## src/safety_ctrl_pkg.sv

```systemverilog
/*
  package for the safety state and reserve control block: state and
  power-mode enumerations, reset values and timing constants.
  assumes a single 50 MHz clock domain.
*/
package safety_ctrl_pkg;

	// ------------------------------------------------------------
	// operating states of the system state machine
	// ------------------------------------------------------------
	typedef enum logic [2:0] {
		ST_INIT,
		ST_DIAG,
		ST_SAFING,
		ST_SCRAP,
		ST_ARMING
	} sys_state_t;

	// ------------------------------------------------------------
	// power modes as seen by this block
	// ------------------------------------------------------------
	typedef enum logic [1:0] {
		PM_ACTIVE,
		PM_PASSIVE,
		PM_OFF
	} power_mode_t;

	// ------------------------------------------------------------
	// reset values and timing
	// ------------------------------------------------------------
	localparam logic RST_BOOST_HIGH_SEL = 1'b0;  // lower output voltage at power-on
	localparam logic RST_BOOST_EN       = 1'b1;  // boost runs in active mode
	localparam int   CLK_HZ             = 50_000_000;
	localparam int   ARM_TIMEOUT_US     = 100;   // arming window, plain default
	localparam int   ARM_TIMEOUT_CYC    = (ARM_TIMEOUT_US * (CLK_HZ / 1_000_000));
	localparam int   DIAG_TEST_CNT      = 3;     // hs switch, ls switch, safing fet
	localparam int   TEST_RUN_US        = 10;    // length of one diag test
	localparam int   TEST_RUN_CYC       = (TEST_RUN_US * (CLK_HZ / 1_000_000));

endpackage

```

## src/event_sync.sv

```systemverilog
/*
  event_sync: two-flop synchroniser for a bus of asynchronous levels.
  assumes inputs come from pins or analog comparators outside clk.
*/
`timescale 1ns/100ps

module event_sync #(
	parameter int WIDTH = 1
) (
	input  wire logic             clk,
	input  wire logic             rstLocal_n,
	input  wire logic [WIDTH-1:0] asyncIn,
	output logic      [WIDTH-1:0] syncOut
);

	// ------------------------------------------------------------
	// synchroniser stages
	// ------------------------------------------------------------
	logic [WIDTH-1:0] meta_q;  // first stage, read only by second stage

	// two flops per bit; reset value is all zero
	always_ff @(posedge clk or negedge rstLocal_n)
	begin
		if (!rstLocal_n)
		begin
			meta_q  <= '0;
			syncOut <= '0;
		end
		else
		begin
			meta_q  <= asyncIn;
			syncOut <= meta_q;
		end
	end

endmodule

```

## src/safety_state_and_reserve_control.sv

```systemverilog
/*
  safety_state_and_reserve_control: system state machine (init, diag,
  safing, scrap, arming) and energy reserve power control (boost enable
  and voltage, thermal latch, charge current, crossover switch).
  assumes host commands arrive as one-cycle pulses on clk from an spi
  decoder; analog conditions arrive asynchronously and are synchronised.
*/
`timescale 1ns/100ps

module safety_state_and_reserve_control #(
	parameter int ARM_TIMEOUT_CYC = safety_ctrl_pkg::ARM_TIMEOUT_CYC,
	parameter int TEST_RUN_CYC    = safety_ctrl_pkg::TEST_RUN_CYC
) (
	input  wire logic       clk,
	input  wire logic       rst_n,
	// reset sources
	input  wire logic       porActive,
	input  wire logic       wdResetActive,
	input  wire logic       wdFailure,
	// host command pulses, same clock
	input  wire logic       wdFeedOk,
	input  wire logic       cmdSafing,
	input  wire logic       cmdScrap,
	input  wire logic       cmdArmReq,
	input  wire logic       cmdSleep,
	input  wire logic       cmdChargeOn,
	input  wire logic       cmdChargeOff,
	input  wire logic [1:0] cmdTestSel,
	input  wire logic       cmdTestStart,
	input  wire logic       cfgWrite,
	input  wire logic       faultStatusRead,
	input  wire logic       aclRefresh,
	// system control and config bits
	input  wire logic       boostEnableCfg,
	input  wire logic       boostHighSelCfg,
	input  wire logic       keepBoostInPassive,
	// asynchronous analog conditions
	input  wire logic       wakeIn,
	input  wire logic       supplyLow,
	input  wire logic       batteryLost,
	input  wire logic       boostUnderVolt,
	input  wire logic       boostOverTemp,
	input  wire logic       groundLost,
	input  wire logic       supplyAboveReserve,
	// outputs
	output logic [2:0]      sysState,
	output logic            stateMachineReset,
	output logic            armOut,
	output logic            safingActive,
	output logic            sensorMonitorEn,
	output logic            cfgAccepted,
	output logic [2:0]      testActive,
	output logic            passiveMode,
	output logic            boostEnable,
	output logic            boostHighSel,
	output logic            boostNotOkFlag,
	output logic            boostOvertempFlag,
	output logic            chargeEnable,
	output logic            crossoverSwitchOn,
	output logic            crossoverActiveOut
);

	// ------------------------------------------------------------
	// reset release and input synchronisers
	// ------------------------------------------------------------
	logic        rstMeta_q;   // first reset flop
	logic        rstLocal_n;  // released reset used by the rest
	logic [6:0]  rawAsync;    // packed analog conditions
	logic [6:0]  syncCond;    // synchronised copies
	logic        wakeS;
	logic        supplyLowS;
	logic        batLostS;
	logic        bstUvS;
	logic        bstOtS;
	logic        gndLostS;
	logic        aboveResS;

	// reset asserts at once, releases after two edges
	always_ff @(posedge clk or negedge rst_n)
	begin
		if (!rst_n)
		begin
			rstMeta_q  <= 1'b0;
			rstLocal_n <= 1'b0;
		end
		else
		begin
			rstMeta_q  <= 1'b1;
			rstLocal_n <= rstMeta_q;
		end
	end

	assign rawAsync = {wakeIn, supplyLow, batteryLost, boostUnderVolt,
		boostOverTemp, groundLost, supplyAboveReserve};

	event_sync #(
		.WIDTH(7)
	) condSync (
		.clk       (clk),
		.rstLocal_n(rstLocal_n),
		.asyncIn   (rawAsync),
		.syncOut   (syncCond)
	);

	assign {wakeS, supplyLowS, batLostS, bstUvS, bstOtS, gndLostS, aboveResS} = syncCond;

	// ------------------------------------------------------------
	// state machine reset
	// ------------------------------------------------------------
	// combine reset sources
	// the registered copy is the stateMachineReset output further down
	wire ssmResetD = porActive | wdResetActive | wdFailure;

	// ------------------------------------------------------------
	// system state machine
	// ------------------------------------------------------------
	safety_ctrl_pkg::sys_state_t state_q, state_d;
	logic [31:0] armCnt_q;     // arming window counter
	wire         armExpired = (armCnt_q == 32'h0000_0001);

	// next-state decode; commands off-state simply fall through
	always_comb
	begin
		state_d = state_q;
		unique case (state_q)
			safety_ctrl_pkg::ST_INIT:
				if (wdFeedOk)
					state_d = safety_ctrl_pkg::ST_DIAG;
			// diag waits for safing or scrap; safing wins a tie
			safety_ctrl_pkg::ST_DIAG:
				if (cmdSafing)
					state_d = safety_ctrl_pkg::ST_SAFING;  // enter safing
				else if (cmdScrap)
					state_d = safety_ctrl_pkg::ST_SCRAP;   // enter scrap
			// safing has no exit besides reset
			safety_ctrl_pkg::ST_SAFING:
				state_d = safety_ctrl_pkg::ST_SAFING;
			safety_ctrl_pkg::ST_SCRAP:
				if (cmdArmReq)
					state_d = safety_ctrl_pkg::ST_ARMING;
			safety_ctrl_pkg::ST_ARMING:
				if (armExpired && !aclRefresh)
					state_d = safety_ctrl_pkg::ST_SCRAP;
			default:
				state_d = safety_ctrl_pkg::ST_INIT;
		endcase
	end

	// stray safing/scrap commands need no branch: only diag reads them
	// reset drops the machine into init
	always_ff @(posedge clk or negedge rstLocal_n)
	begin
		if (!rstLocal_n)
			state_q <= safety_ctrl_pkg::ST_INIT;
		else if (ssmResetD)
			state_q <= safety_ctrl_pkg::ST_INIT;
		else
			state_q <= state_d;
	end

	// arming window reloads on entry and on each good acl refresh
	wire armLoad = (state_d == safety_ctrl_pkg::ST_ARMING)
		&& ((state_q != safety_ctrl_pkg::ST_ARMING) || aclRefresh);

	always_ff @(posedge clk or negedge rstLocal_n)
	begin
		if (!rstLocal_n)
			armCnt_q <= 32'h0000_0000;
		else if (armLoad)
			armCnt_q <= 32'(ARM_TIMEOUT_CYC);
		else if (armCnt_q != 32'h0000_0000)
			armCnt_q <= armCnt_q - 32'h0000_0001;
	end

	// ------------------------------------------------------------
	// diagnostic tests, one at a time
	// ------------------------------------------------------------
	logic [2:0]  test_q;     // one-hot running test
	logic [31:0] testCnt_q;  // remaining run time
	wire inDiagD = (state_d == safety_ctrl_pkg::ST_DIAG) && !ssmResetD;
	// start only in diag; only when idle, one index
	wire testGo = cmdTestStart && inDiagD && (test_q == 3'b000)
		&& (cmdTestSel < 2'(safety_ctrl_pkg::DIAG_TEST_CNT));

	always_ff @(posedge clk or negedge rstLocal_n)
	begin
		if (!rstLocal_n)
		begin
			test_q    <= 3'b000;
			testCnt_q <= 32'h0000_0000;
		end
		else if (!inDiagD)
		begin
			// leaving diag aborts any test
			test_q    <= 3'b000;
			testCnt_q <= 32'h0000_0000;
		end
		else if (testGo)
		begin
			test_q    <= 3'b001 << cmdTestSel;
			testCnt_q <= 32'(TEST_RUN_CYC);
		end
		else if (testCnt_q == 32'h0000_0001)
		begin
			test_q    <= 3'b000;
			testCnt_q <= 32'h0000_0000;
		end
		else if (testCnt_q != 32'h0000_0000)
			testCnt_q <= testCnt_q - 32'h0000_0001;
	end

	// ------------------------------------------------------------
	// power mode tracking
	// ------------------------------------------------------------
	safety_ctrl_pkg::power_mode_t pm_q;
	// sleep after wake released; supply drop alone
	wire goPassive = (pm_q == safety_ctrl_pkg::PM_ACTIVE)
		&& ((cmdSleep && !wakeS) || supplyLowS);

	always_ff @(posedge clk or negedge rstLocal_n)
	begin
		if (!rstLocal_n)
			pm_q <= safety_ctrl_pkg::PM_ACTIVE;
		else if (goPassive)
			pm_q <= safety_ctrl_pkg::PM_PASSIVE;
	end

	wire passiveD = goPassive || (pm_q == safety_ctrl_pkg::PM_PASSIVE);

	// ------------------------------------------------------------
	// boost converter control and fault flags
	// ------------------------------------------------------------
	logic otLatch_q;     // thermal off-latch
	logic overtemp_q;    // fault status copy
	logic charge_q;      // host charge request

	// latch on fault; read clears, but a new fault wins
	// fault status read clears latched cause
	always_ff @(posedge clk or negedge rstLocal_n)
	begin
		if (!rstLocal_n)
		begin
			otLatch_q  <= 1'b0;
			overtemp_q <= 1'b0;
		end
		else if (bstOtS)
		begin
			otLatch_q  <= 1'b1;
			overtemp_q <= 1'b1;
		end
		else if (faultStatusRead)
		begin
			otLatch_q  <= 1'b0;
			overtemp_q <= 1'b0;
		end
	end

	// ground loss is a plain gate, no memory
	// shutdown or battery loss kills boost
	// passive kills boost unless keep bit set
	wire boostOnD = boostEnableCfg && !otLatch_q && !bstOtS && !gndLostS && !batLostS
		&& (!passiveD || keepBoostInPassive);

	// charge generator forced off outside active
	always_ff @(posedge clk or negedge rstLocal_n)
	begin
		if (!rstLocal_n)
			charge_q <= 1'b0;
		else if (passiveD)
			charge_q <= 1'b0;
		else if (cmdChargeOn)
			charge_q <= 1'b1;
		else if (cmdChargeOff)
			charge_q <= 1'b0;
	end

	// crossover on in passive until supply beats reserve
	wire xoverD = passiveD && !aboveResS;

	// ------------------------------------------------------------
	// output registers
	// ------------------------------------------------------------
	wire inSafingD = (state_d == safety_ctrl_pkg::ST_SAFING) && !ssmResetD;
	wire inArmingD = (state_d == safety_ctrl_pkg::ST_ARMING) && !ssmResetD;
	wire inInitD   = ssmResetD || (state_d == safety_ctrl_pkg::ST_INIT);

	always_ff @(posedge clk or negedge rstLocal_n)
	begin
		if (!rstLocal_n)
		begin
			sysState           <= 3'h0;
			stateMachineReset  <= 1'b1;
			armOut             <= 1'b0;
			safingActive       <= 1'b0;
			sensorMonitorEn    <= 1'b0;
			cfgAccepted        <= 1'b0;
			testActive         <= 3'b000;
			passiveMode        <= 1'b0;
			boostEnable        <= 1'b0;
			boostHighSel       <= safety_ctrl_pkg::RST_BOOST_HIGH_SEL;
			boostNotOkFlag     <= 1'b0;
			boostOvertempFlag  <= 1'b0;
			chargeEnable       <= 1'b0;
			crossoverSwitchOn  <= 1'b0;
			crossoverActiveOut <= 1'b0;
		end
		else
		begin
			sysState           <= ssmResetD ? 3'h0 : state_d;
			stateMachineReset  <= ssmResetD;
			// safing arms; arming holds arm output
			armOut             <= inSafingD || inArmingD;
			safingActive       <= inSafingD;
			// scrap and arming disable sensor monitoring
			sensorMonitorEn    <= inSafingD;
			cfgAccepted        <= cfgWrite && (inInitD || inDiagD);
			testActive         <= testGo ? (3'b001 << cmdTestSel) : test_q;
			passiveMode        <= passiveD;
			boostEnable        <= boostOnD;
			boostHighSel       <= boostHighSelCfg;
			boostNotOkFlag     <= bstUvS;
			boostOvertempFlag  <= overtemp_q;
			chargeEnable       <= charge_q && !passiveD;
			crossoverSwitchOn  <= xoverD;
			crossoverActiveOut <= passiveD;
		end
	end

	// ------------------------------------------------------------
	// checks
	// ------------------------------------------------------------
	a_safing_sticky: assert property (@(posedge clk) disable iff (!rstLocal_n)
		(state_q == safety_ctrl_pkg::ST_SAFING && !ssmResetD)
		|=> (state_q == safety_ctrl_pkg::ST_SAFING))
		else $error("safing left without reset");

	a_scrap_exit: assert property (@(posedge clk) disable iff (!rstLocal_n)
		(state_q == safety_ctrl_pkg::ST_SCRAP && !ssmResetD)
		|=> (state_q inside {safety_ctrl_pkg::ST_SCRAP, safety_ctrl_pkg::ST_ARMING}))
		else $error("scrap went somewhere other than arming");

	a_reset_init: assert property (@(posedge clk) disable iff (!rstLocal_n)
		ssmResetD |=> (state_q == safety_ctrl_pkg::ST_INIT) && stateMachineReset)
		else $error("reset did not return to init");

	a_init_feed: assert property (@(posedge clk) disable iff (!rstLocal_n)
		(state_q == safety_ctrl_pkg::ST_INIT && wdFeedOk && !ssmResetD)
		|=> (state_q == safety_ctrl_pkg::ST_DIAG))
		else $error("feed did not leave init");

	a_stray_cmd: assert property (@(posedge clk) disable iff (!rstLocal_n)
		(state_q == safety_ctrl_pkg::ST_INIT && !wdFeedOk && (cmdSafing || cmdScrap))
		|=> (state_q == safety_ctrl_pkg::ST_INIT))
		else $error("state command outside diag acted");

	a_arm_out: assert property (@(posedge clk) disable iff (!rstLocal_n)
		(state_q == safety_ctrl_pkg::ST_ARMING) |-> armOut)
		else $error("arm output low in arming");

	a_test_single: assert property (@(posedge clk) disable iff (!rstLocal_n)
		$onehot0(test_q) && (test_q == 3'b000 || inDiagD || $past(inDiagD)))
		else $error("tests overlap or run outside diag");

	a_ot_latch: assert property (@(posedge clk) disable iff (!rstLocal_n)
		(otLatch_q && !faultStatusRead) |=> (otLatch_q && !boostEnable))
		else $error("boost on while thermal latch set");

	a_charge_off: assert property (@(posedge clk) disable iff (!rstLocal_n)
		passiveMode |-> (!chargeEnable && !charge_q))
		else $error("charge current on outside active");

	a_xover_pin: assert property (@(posedge clk) disable iff (!rstLocal_n)
		goPassive |=> crossoverActiveOut [*2])
		else $error("crossover pin not driven in passive");

endmodule

```

## config.mk

```make
export PLATFORM = sky130hd
export DESIGN_NAME = safety_state_and_reserve_control
export DESIGN_NICKNAME = d
export VERILOG_FILES = /design/src/safety_ctrl_pkg.sv /design/src/event_sync.sv /design/src/safety_state_and_reserve_control.sv
export SDC_FILE = /design/constraint.sdc
export NUM_CORES = 1
export LEC_CHECK = 0
export BUFFER_PORTS_ARGS = -buffer_cell sky130_fd_sc_hd__buf_2
export CORE_MARGIN = 2
export CORE_UTILIZATION = 40
export CTS_CLUSTER_DIAMETER = 50
export DETAILED_ROUTE_END_ITERATION = 8
export GPL_TIMING_DRIVEN = 0
export PLACE_DENSITY_LB_ADDON = 0.05
export SYNTH_ARGS = -nofsm -noshare
export SYNTH_HDL_FRONTEND = slang
export SYNTH_SLANG_ARGS = --single-unit
```

## constraint.sdc

```tcl
create_clock -name clk -period 3.8 [get_ports clk]
set_input_delay 0.57 -clock clk [delete_from_list [all_inputs] [get_ports clk]]
set_output_delay 0.57 -clock clk [all_outputs]
set_load 0.1 [all_outputs]
```

== Word-level counts from Yosys, hierarchy flattened ==
Cells that the tools add are included.

* Output and inout port bits: 19
* Logic and storage cells: 106
* Input bits: 28
* Flip-flop bits (word level): 103

* Add/subtract/negate cells: 2
* Shifts and indexed selects: 1
* Reduce and logical (&&, ||, !) cells: 43
* Magnitude comparators: 1
* Bitwise logic cells: 2
* Eq/ne operators: 12
* Muxes and demuxes: 22

{| class="wikitable"
|+ Operators by type and width
! operator !! count
|-
| $mux 32 || 6
|-
| $eq 32x1->1 const B || 2
|-
| $reduce_bool 32->1 || 2
|-
| $sub 32x1->32 const B || 2
|-
| $mux 3 || 10
|-
| $logic_and 1x1->1 || 18
|-
| $pmux 3 s5 || 1
|-
| $eq 3x2->1 const B || 3
|-
| $logic_not 1->1 || 9
|-
| $logic_not 3->1 || 3
|-
| $logic_or 1x1->1 || 7
|-
| $eq 3x1->1 const B || 2
|-
| $eq 3x3->1 const B || 2
|-
| $mux 1 || 5
|-
| $ne 4x1->1 const B || 1
|-
| $reduce_bool 2->1 || 2
|-
| $ne 3x1->1 const B || 1
|-
| $ne 3x3->1 const B || 1
|-
| $reduce_bool 3->1 || 1
|-
| $shl 1x2->3 const A || 1
|-
| $logic_not 2->1 || 1
|-
| $lt 2x2->1 const B || 1
|-
| $or 1x1->1 || 2
|}

== Depth between registers and ports, before layout ==
Gate-level depths: netlist (run 1).

* Depth after elaboration: 11
* Depth in mapped cells: 9
* Gate-level depth less buffers: 7

== Cells and area by module ==
Synthesis (run 1) repeated with hierarchy kept, for this count alone.

* Cell total of the unflattened synthesis: 505
* Area total of the unflattened synthesis: 5,141.2 um^2

{| class="wikitable"
|+ By module, submodules not included
! module !! sequential area each (um^2) !! times used !! cells each !! area an instance (um^2)
|-
| safety_state_and_reserve_control || 2,228.4 || 1 || 491 || 4,790.8
|-
| event_sync || 350.3 || 1 || 14 || 350.3
|}

== Worst setup path after synthesis (run 1) ==
OpenSTA, ideal clock, no wires.

* Kind: flip-flop to flip-flop
* Start: register sysState[0] (netlist name)
* End: register testCnt_q[21]
* Period minus slack after synthesis: 2,872 ps
* Setup slack: 928 ps
* Arrival: 2,778 ps
* Path buffers: 3
* Stages on the path, launching flop included: 8
* Setup time: 94 ps
* Required time: 3,706 ps
* Path through: dfrtp_1 clkbuf_1 nand2b_1 a2111oi_2 or3b_2 clkbuf_1 buf_4 a211oi_1

{| class="wikitable"
|+ RTL lines
! what !! RTL line !! RTL
|-
| end signal, assigned || safety_state_and_reserve_control.sv:201 || <nowiki>testCnt_q <= 32'(TEST_RUN_CYC);</nowiki>
|-
| end signal, assigned || safety_state_and_reserve_control.sv:209 || <nowiki>testCnt_q <= testCnt_q - 32'h0000_0001;</nowiki>
|-
| end, declared || safety_state_and_reserve_control.sv:179 || <nowiki>logic [31:0] testCnt_q;</nowiki>
|}

== Final worst setup path (run 1) ==
* Start: register testCnt_q[24]
* End: register testCnt_q[22]

* Longest elaborated chain between the ends: 4
* Elaborated cells between the ends (all ways): 6
* Those cells by class: eq/ne (2); mux (3); reduce/logical (1)

{| class="wikitable"
|+ RTL lines
! what !! RTL line !! RTL
|-
| $eq 32x1->1 || safety_state_and_reserve_control.sv:203 || <nowiki>else if (testCnt_q == 32'h0000_0001)</nowiki>
|-
| $mux 32 || safety_state_and_reserve_control.sv:203 ||
|-
| $mux 32 || safety_state_and_reserve_control.sv:198 || <nowiki>else if (testGo)</nowiki>
|-
| $mux 32 || safety_state_and_reserve_control.sv:192 || <nowiki>else if (!inDiagD)</nowiki>
|}

Several ways; a longest one is shown, not always the timed one.
A chain may end at the register's enable or synchronous reset.

==> flow_metrics.tcl, run 1 <==
set metrics [dict create \
    timing.hold.ws_ps 315 \
    place_inst 734 \
    num_vias 4177 \
    fin_cells 751 \
    place_hpwl_um 8270 \
    grt_pass1_vias 3966 \
    critPathLaunchType "register" \
    synth_nets 548 \
    max_slew_margin_pct 27.9 \
    drive_gt1_share_pct 19.2 \
    path_max_fanout 10 \
    dieArea_um2 13900 \
    grt_max_degree 59 \
    dr.pass1.iters 4 \
    p_leak_nw 2.52 \
    syn2layout_area_growth_pct 15.5 \
    grt_pass1_wl_um 20500 \
    synth_area_um2 5190 \
    arrival_ps 3410 \
    ys_types 61 \
    path_clk_slew_ps 80 \
    total_power_w 0.00269 \
    synth_cells 515 \
    root_buffer "clkbuf_16" \
    gp_routability_congestion 0.761 \
    grt_antenna_before_repair 0 \
    min_period_over_period_pct 83.7 \
    outcome "finished, final reports clean" \
    ff2ff_path_depth 7 \
    portBuffers 46 \
    crit_path_end_kind "register" \
    fin_skew_ps 9.81 \
    slew_violations 0 \
    start_util_pct 41.1 \
    wl_per_cell_um 15.9 \
    die_h_um 118 \
    htreeDepth 3 \
    required_ps 4030 \
    finalCriticalPeriod_ps 3180 \
    finalHoldViolations 0 \
    worst_pin_slew_ps 1070 \
    ys_seq_elements 103 \
    diodes 0 \
    core_um2 12600 \
    numCtsBuffers 9 \
    cts_tree "yes" \
    avgSynthCellArea_um2 10.1 \
    cts_resized 0 \
    place_area_um2 5660 \
    overflow 0 \
    min_path_type "primary input to register" \
    grt.total_usage_pct 18.2 \
    std_cell_rows 41 \
    routed_wl_um 11900 \
    fin_area_um2 5990 \
    postRouteAntennaNets 0 \
    synth_edf_count 0 \
    postSynth.asyncResetShare_pct 100 \
    cts_sinks 103 \
    final_cell_mix "101 x dfrtp_1, 55 x buf_2, 41 x nor2_1" \
    synthFlopType "dfrtp_1" \
    final_nets 607 \
    chipWidth_um 118 \
    route.detailed.drc 0 \
    hold_path_depth 1 \
    critPathKind "register to register" \
    final_common_cell "dfrtp_1" \
    num_io_pins 47 \
    power_density_nw_per_um2 449 \
    ys_seq_area_share_pct 49.7 \
    drtIter0Drc 224 \
    clkLatencyLatePin_ps 360 \
    drv_cap 0 \
    avgViaCountPerCell 5.56 \
    peakVddDrop_uv 252 \
    clock_path_buffers 2 \
    grt_setup_unrepaired "false" \
    ys_warn_count 0 \
    finalSetupViolations 0 \
    fmax_mhz 315 \
]
==> power by group <==
group	internal (W)	total [W]	switching, W
sequential	0.00115	0.00123	0.0000713
combinational	0.000200	0.000476	0.000276
clock	0.000529	0.000987	0.000459
==> synthesized netlist by cell type, drive strengths merged (2+ instances only) <==
cell       n  area, µm²
buf       16        105
inv       14       52.6
nand4b     3       26.3
nand3     10       50.1
a31o       2       17.5
or3       31        194
o21ai     20        100
and2       4       25.0
nand3b     3       22.5
a211oi    13        133
o311ai     2       17.5
dfrtp    102       2550
o31ai     17        146
or2        7       43.8
and3       2       12.5
a2111oi    3       40.0
and4       3       26.3
o211ai     2       15.0
a31oi      5       31.3
mux2i      4       40.0
ha         5       62.6
and4b      2       20.0
o21a       6       45.0
a21oi     27        135
or4       20        158
nor4b      3       32.5
nand2     22       85.1
a21o       5       37.5
xnor2     13        114
nor3b      6       45.0
nand2b     6       37.5
xor2       7       61.3
nor2      41        154
clkbuf    12       45.0
nor3      38        205
nor4      15        100
o41ai      5       43.8
nand4      9       56.3
==> critical path: stages, from the launching register on <==
cell and delay, ps:
dfrtp_1 400, or4_1 520, buf_2 170, nor3_1 870
nand4_1 390, nand2_2 310, buf_2 300, nor3_1 90
==> path summary, 6_finish.rpt <==
path	slack [ps]	from	to
max	620	testCnt_q[24]$_DFFE_PN0P_	testCnt_q[22]$_DFFE_PN0P_
min	310	boostUnderVolt	condSync.meta_q[3]$_DFF_PN0_
max reg2reg	620	testCnt_q[24]$_DFFE_PN0P_	testCnt_q[22]$_DFFE_PN0P_
min reg2reg	350	condSync.meta_q[1]$_DFF_PN0_	condSync.syncOut[1]$_DFF_PN0_
max in group asynchronous	2710	rstLocal_n$_DFF_PN0_	pm_q[0]$_DFFE_PN0P_
min in group asynchronous	420	rstLocal_n$_DFF_PN0_	testCnt_q[3]$_DFFE_PN0P_
==> per-layer routing <==
layer	vias to the layer above	track usage (%)	routed length, µm	part of all wire [%]
li1	2042	-	-	-
met1	2037	27.5	6130	51
met2	85	26.4	5120	43
met3	13	3.05	525	4.4
met4	0	5.72	156	1.3
met5	-	0	0	0
==> layout make-up <==
class | instances | area [µm²]
buffer | 28 | 150
clock buffer | 9 | 225
timing repair buffer | 48 | 268
tap | 172 | 215
fill | 1229 | 6630
sequential | 103 | 2580
multi-input combinational | 370 | 2410
inverter | 14 | 52.6
clock inverter | 7 | 91.3
==> registers in the layout (all words and copies together), names as in the netlist, 3 cells and up <==
signal            cells
testCnt_q            32
condSync.meta_q       7
armCnt_q             32
condSync.syncOut      7
sysState              3
testActive            3
test_q                3
==> through the flow <==
stage               utilization (%)  TNS (ps)  worst slack (ps)
CTS                            47.5         0               614
floorplan                         -         0               720
global route                   47.5         0               295
detailed placement             44.9         0               637
finish                         47.5         0               621
global placement               44.6    -62940              -636
==> kinds of logic (layout without fill, tap and decap cells) <==
logic type | count (synthesis) | in the layout | share of synthesized area (%)
AND/OR/NAND/NOR | 228 | 228 | 25.4
AO/OA/AOI/OAI | 111 | 111 | 15.3
flip-flops | 103 | 103 | 49.7
buffers and inverters | 42 | 106 | 3.91
XOR/XNOR | 20 | 20 | 3.38
adder cells (fa/ha/maj) | 5 | 5 | 1.21
multiplexers | 5 | 5 | 0.989
other | 1 | 1 | 0.0723
==> what timing repair did <==
| action | CTS | global route |
|---|---|---|
| hold buffers | 1 | 0 |
| endpoints found under the hold margin | 2 | 0 |
| setup buffers | 0 | 0 |
Note: power is estimated with default switching activity, not from simulation.
==> run 2, diff against run 1 <==
==> constraint.sdc (replaced) <==
create_clock -name clk -period 2.9 [get_ports clk]
set_input_delay 0.435 -clock clk [delete_from_list [all_inputs] [get_ports clk]]
set_output_delay 0.435 -clock clk [all_outputs]
set_load 0.1 [all_outputs]
==> run 2 against run 1 <==
Net effect: die area is the same; global-route usage fell by 0.57 points; critical path type unchanged; clock-buffer cell count unchanged; fmax up 16%; critical endpoint is now testCnt_q[16]$_DFFE_PN0P_; via count is 0.43% lower; core utilization grew 0.36 points.
==> flow_metrics.tcl, run 2 (same netlist as run 1, synthesis figures left out) <==
set metrics [dict create \
    required_ps 3130 \
    finalCriticalPeriod_ps 2750 \
    clkLatencyLatePin_ps 350 \
    tns_ps 0 \
    final_cell_mix "101 x dfrtp_1, 55 x buf_2, 41 x nor2_1" \
    power_density_nw_per_um2 580 \
    critPathKind "register to register" \
    die_h_um 118 \
    diodes 0 \
    dr.pass1.iters 4 \
    final_nets 609 \
    routed_wl_um 11900 \
    fmax_mhz 364 \
    num_vias 4159 \
    syn2layout_area_growth_pct 16.4 \
    grt_pass1_vias 3992 \
    slew_violations 0 \
    wl_per_cell_um 15.9 \
    outcome "finished, final reports clean" \
    grt_pass1_wl_um 19900 \
    min_period_over_period_pct 94.8 \
    r2r_end "testCnt_q[16]$_DFFE_PN0P_" \
    start_util_pct 41.1 \
    gp_routability_congestion 0.768 \
    root_buffer "clkbuf_16" \
    grt.total_usage_pct 17.6 \
    htreeDepth 3 \
    finalSetupViolations 0 \
    p_leak_nw 2.55 \
    ff2ff_setup_slack_ps 150 \
    path_clk_slew_ps 70 \
    overflow 0 \
    peakVddDrop_uv 270 \
    finalHoldViolations 0 \
    grt_antenna_before_repair 0 \
    r2r-start "testCnt_q[14]$_DFFE_PN0P_" \
    critPathLaunchType "register" \
    min_path_type "primary input to register" \
    route.detailed.drc 0 \
    drv_cap 0 \
    drtIter0Drc 296 \
    std_cell_rows 41 \
    postRouteAntennaNets 0 \
    fin_skew_ps 13.5 \
    core_um2 12600 \
    grt_max_degree 55 \
    place_inst 734 \
    cp-endpoint "testCnt_q[16]$_DFFE_PN0P_" \
    fin_cells 753 \
    timing.hold.ws_ps 189 \
    cts_sinks 103 \
    place_hpwl_um 8210 \
    crit_path_end_kind "register" \
    drive_gt1_share_pct 20.7 \
    path_max_fanout 10 \
    arrival_ps 2980 \
    portBuffers 46 \
    num_io_pins 47 \
    chipWidth_um 118 \
    reg_top3 "armCnt_q (32), testCnt_q (32)" \
    max_slew_margin_pct 43.8 \
    avgViaCountPerCell 5.52 \
    numCtsBuffers 9 \
    dieArea_um2 13900 \
    final_common_cell "dfrtp_1" \
    clock_path_buffers 2 \
    ff2ff_path_depth 7 \
    worst_pin_slew_ps 829 \
    cts_tree "yes" \
    crit_start "testCnt_q[14]$_DFFE_PN0P_" \
]
run 2: what timing repair did:
item	CTS	global route
gates cloned	0	0
endpoints found under the hold margin	2	0
pin swaps	0	1
hold buffers	1	0
endpoints found under the setup margin	47	47
gates resized for setup	5	5
setup buffers	0	2
run 2: cell type report:
cell class,count,area [µm²]
fill,1217,6580
sequential,103,2580
multi-input combinational,370,2450
timing repair buffer,50,283
clock buffer,9,225
tap,172,215
buffer,28,153
clock inverter,7,77.6
inverter,14,52.6
run 2: worst max-delay path, stage by stage, from the launching register on:
cell and delay [ps]:
dfrtp_1 400, or4_1 510, buf_2 180, nor3_1 510, nand4_1 360, nand2_2 290
buf_2 290, nor3_1 90
run 2: report_power, final:
part           switching (W)  internal, W  leakage, nW  total, W
Sequential         0.0000990      0.00151         1.24   0.00161
Clock               0.000567     0.000679        0.147   0.00125
Combinational       0.000365     0.000279         1.16  0.000644
Total                0.00103      0.00247         2.55   0.00350
run 2: routing by layer:
| metal | up-vias | routed length, µm | global-route usage (%) |
|---|---|---|---|
| met2 | 85 | 5180 | 25.5 |
| met1 | 2023 | 6120 | 26.3 |
| met4 | 0 | 153 | 5.87 |
| met3 | 12 | 482 | 3.29 |
| met5 | - | 0 | 0 |
| li1 | 2039 | - | - |
run 2: worst min-delay path by stage:
stage,startpoint,endpoint,depth (start not counted)
floorplan,rst_n,rstLocal_n$_DFF_PN0_,0
global placement,rst_n,rstMeta_q$_DFF_PN0_,1
detailed placement,rst_n,rstMeta_q$_DFF_PN0_,1
CTS,wakeIn,condSync.meta_q[6]$_DFF_PN0_,1
global route,wakeIn,condSync.meta_q[6]$_DFF_PN0_,1
finish,wakeIn,condSync.meta_q[6]$_DFF_PN0_,1
run 2: through the flow:
step           worst slack [ps]  power, W  instance area, µm²  util (%)
2_1_floorplan              28.4   0.00210                5190         -
3_3_place_gp               -305   0.00225                5630      44.6
3_5_place_dp               -270   0.00226                5660      44.9
4_1_cts                    80.9   0.00352                6000      47.6
5_1_grt                   -23.5   0.00368                6040      47.8
6_report                    151   0.00350                6040      47.8
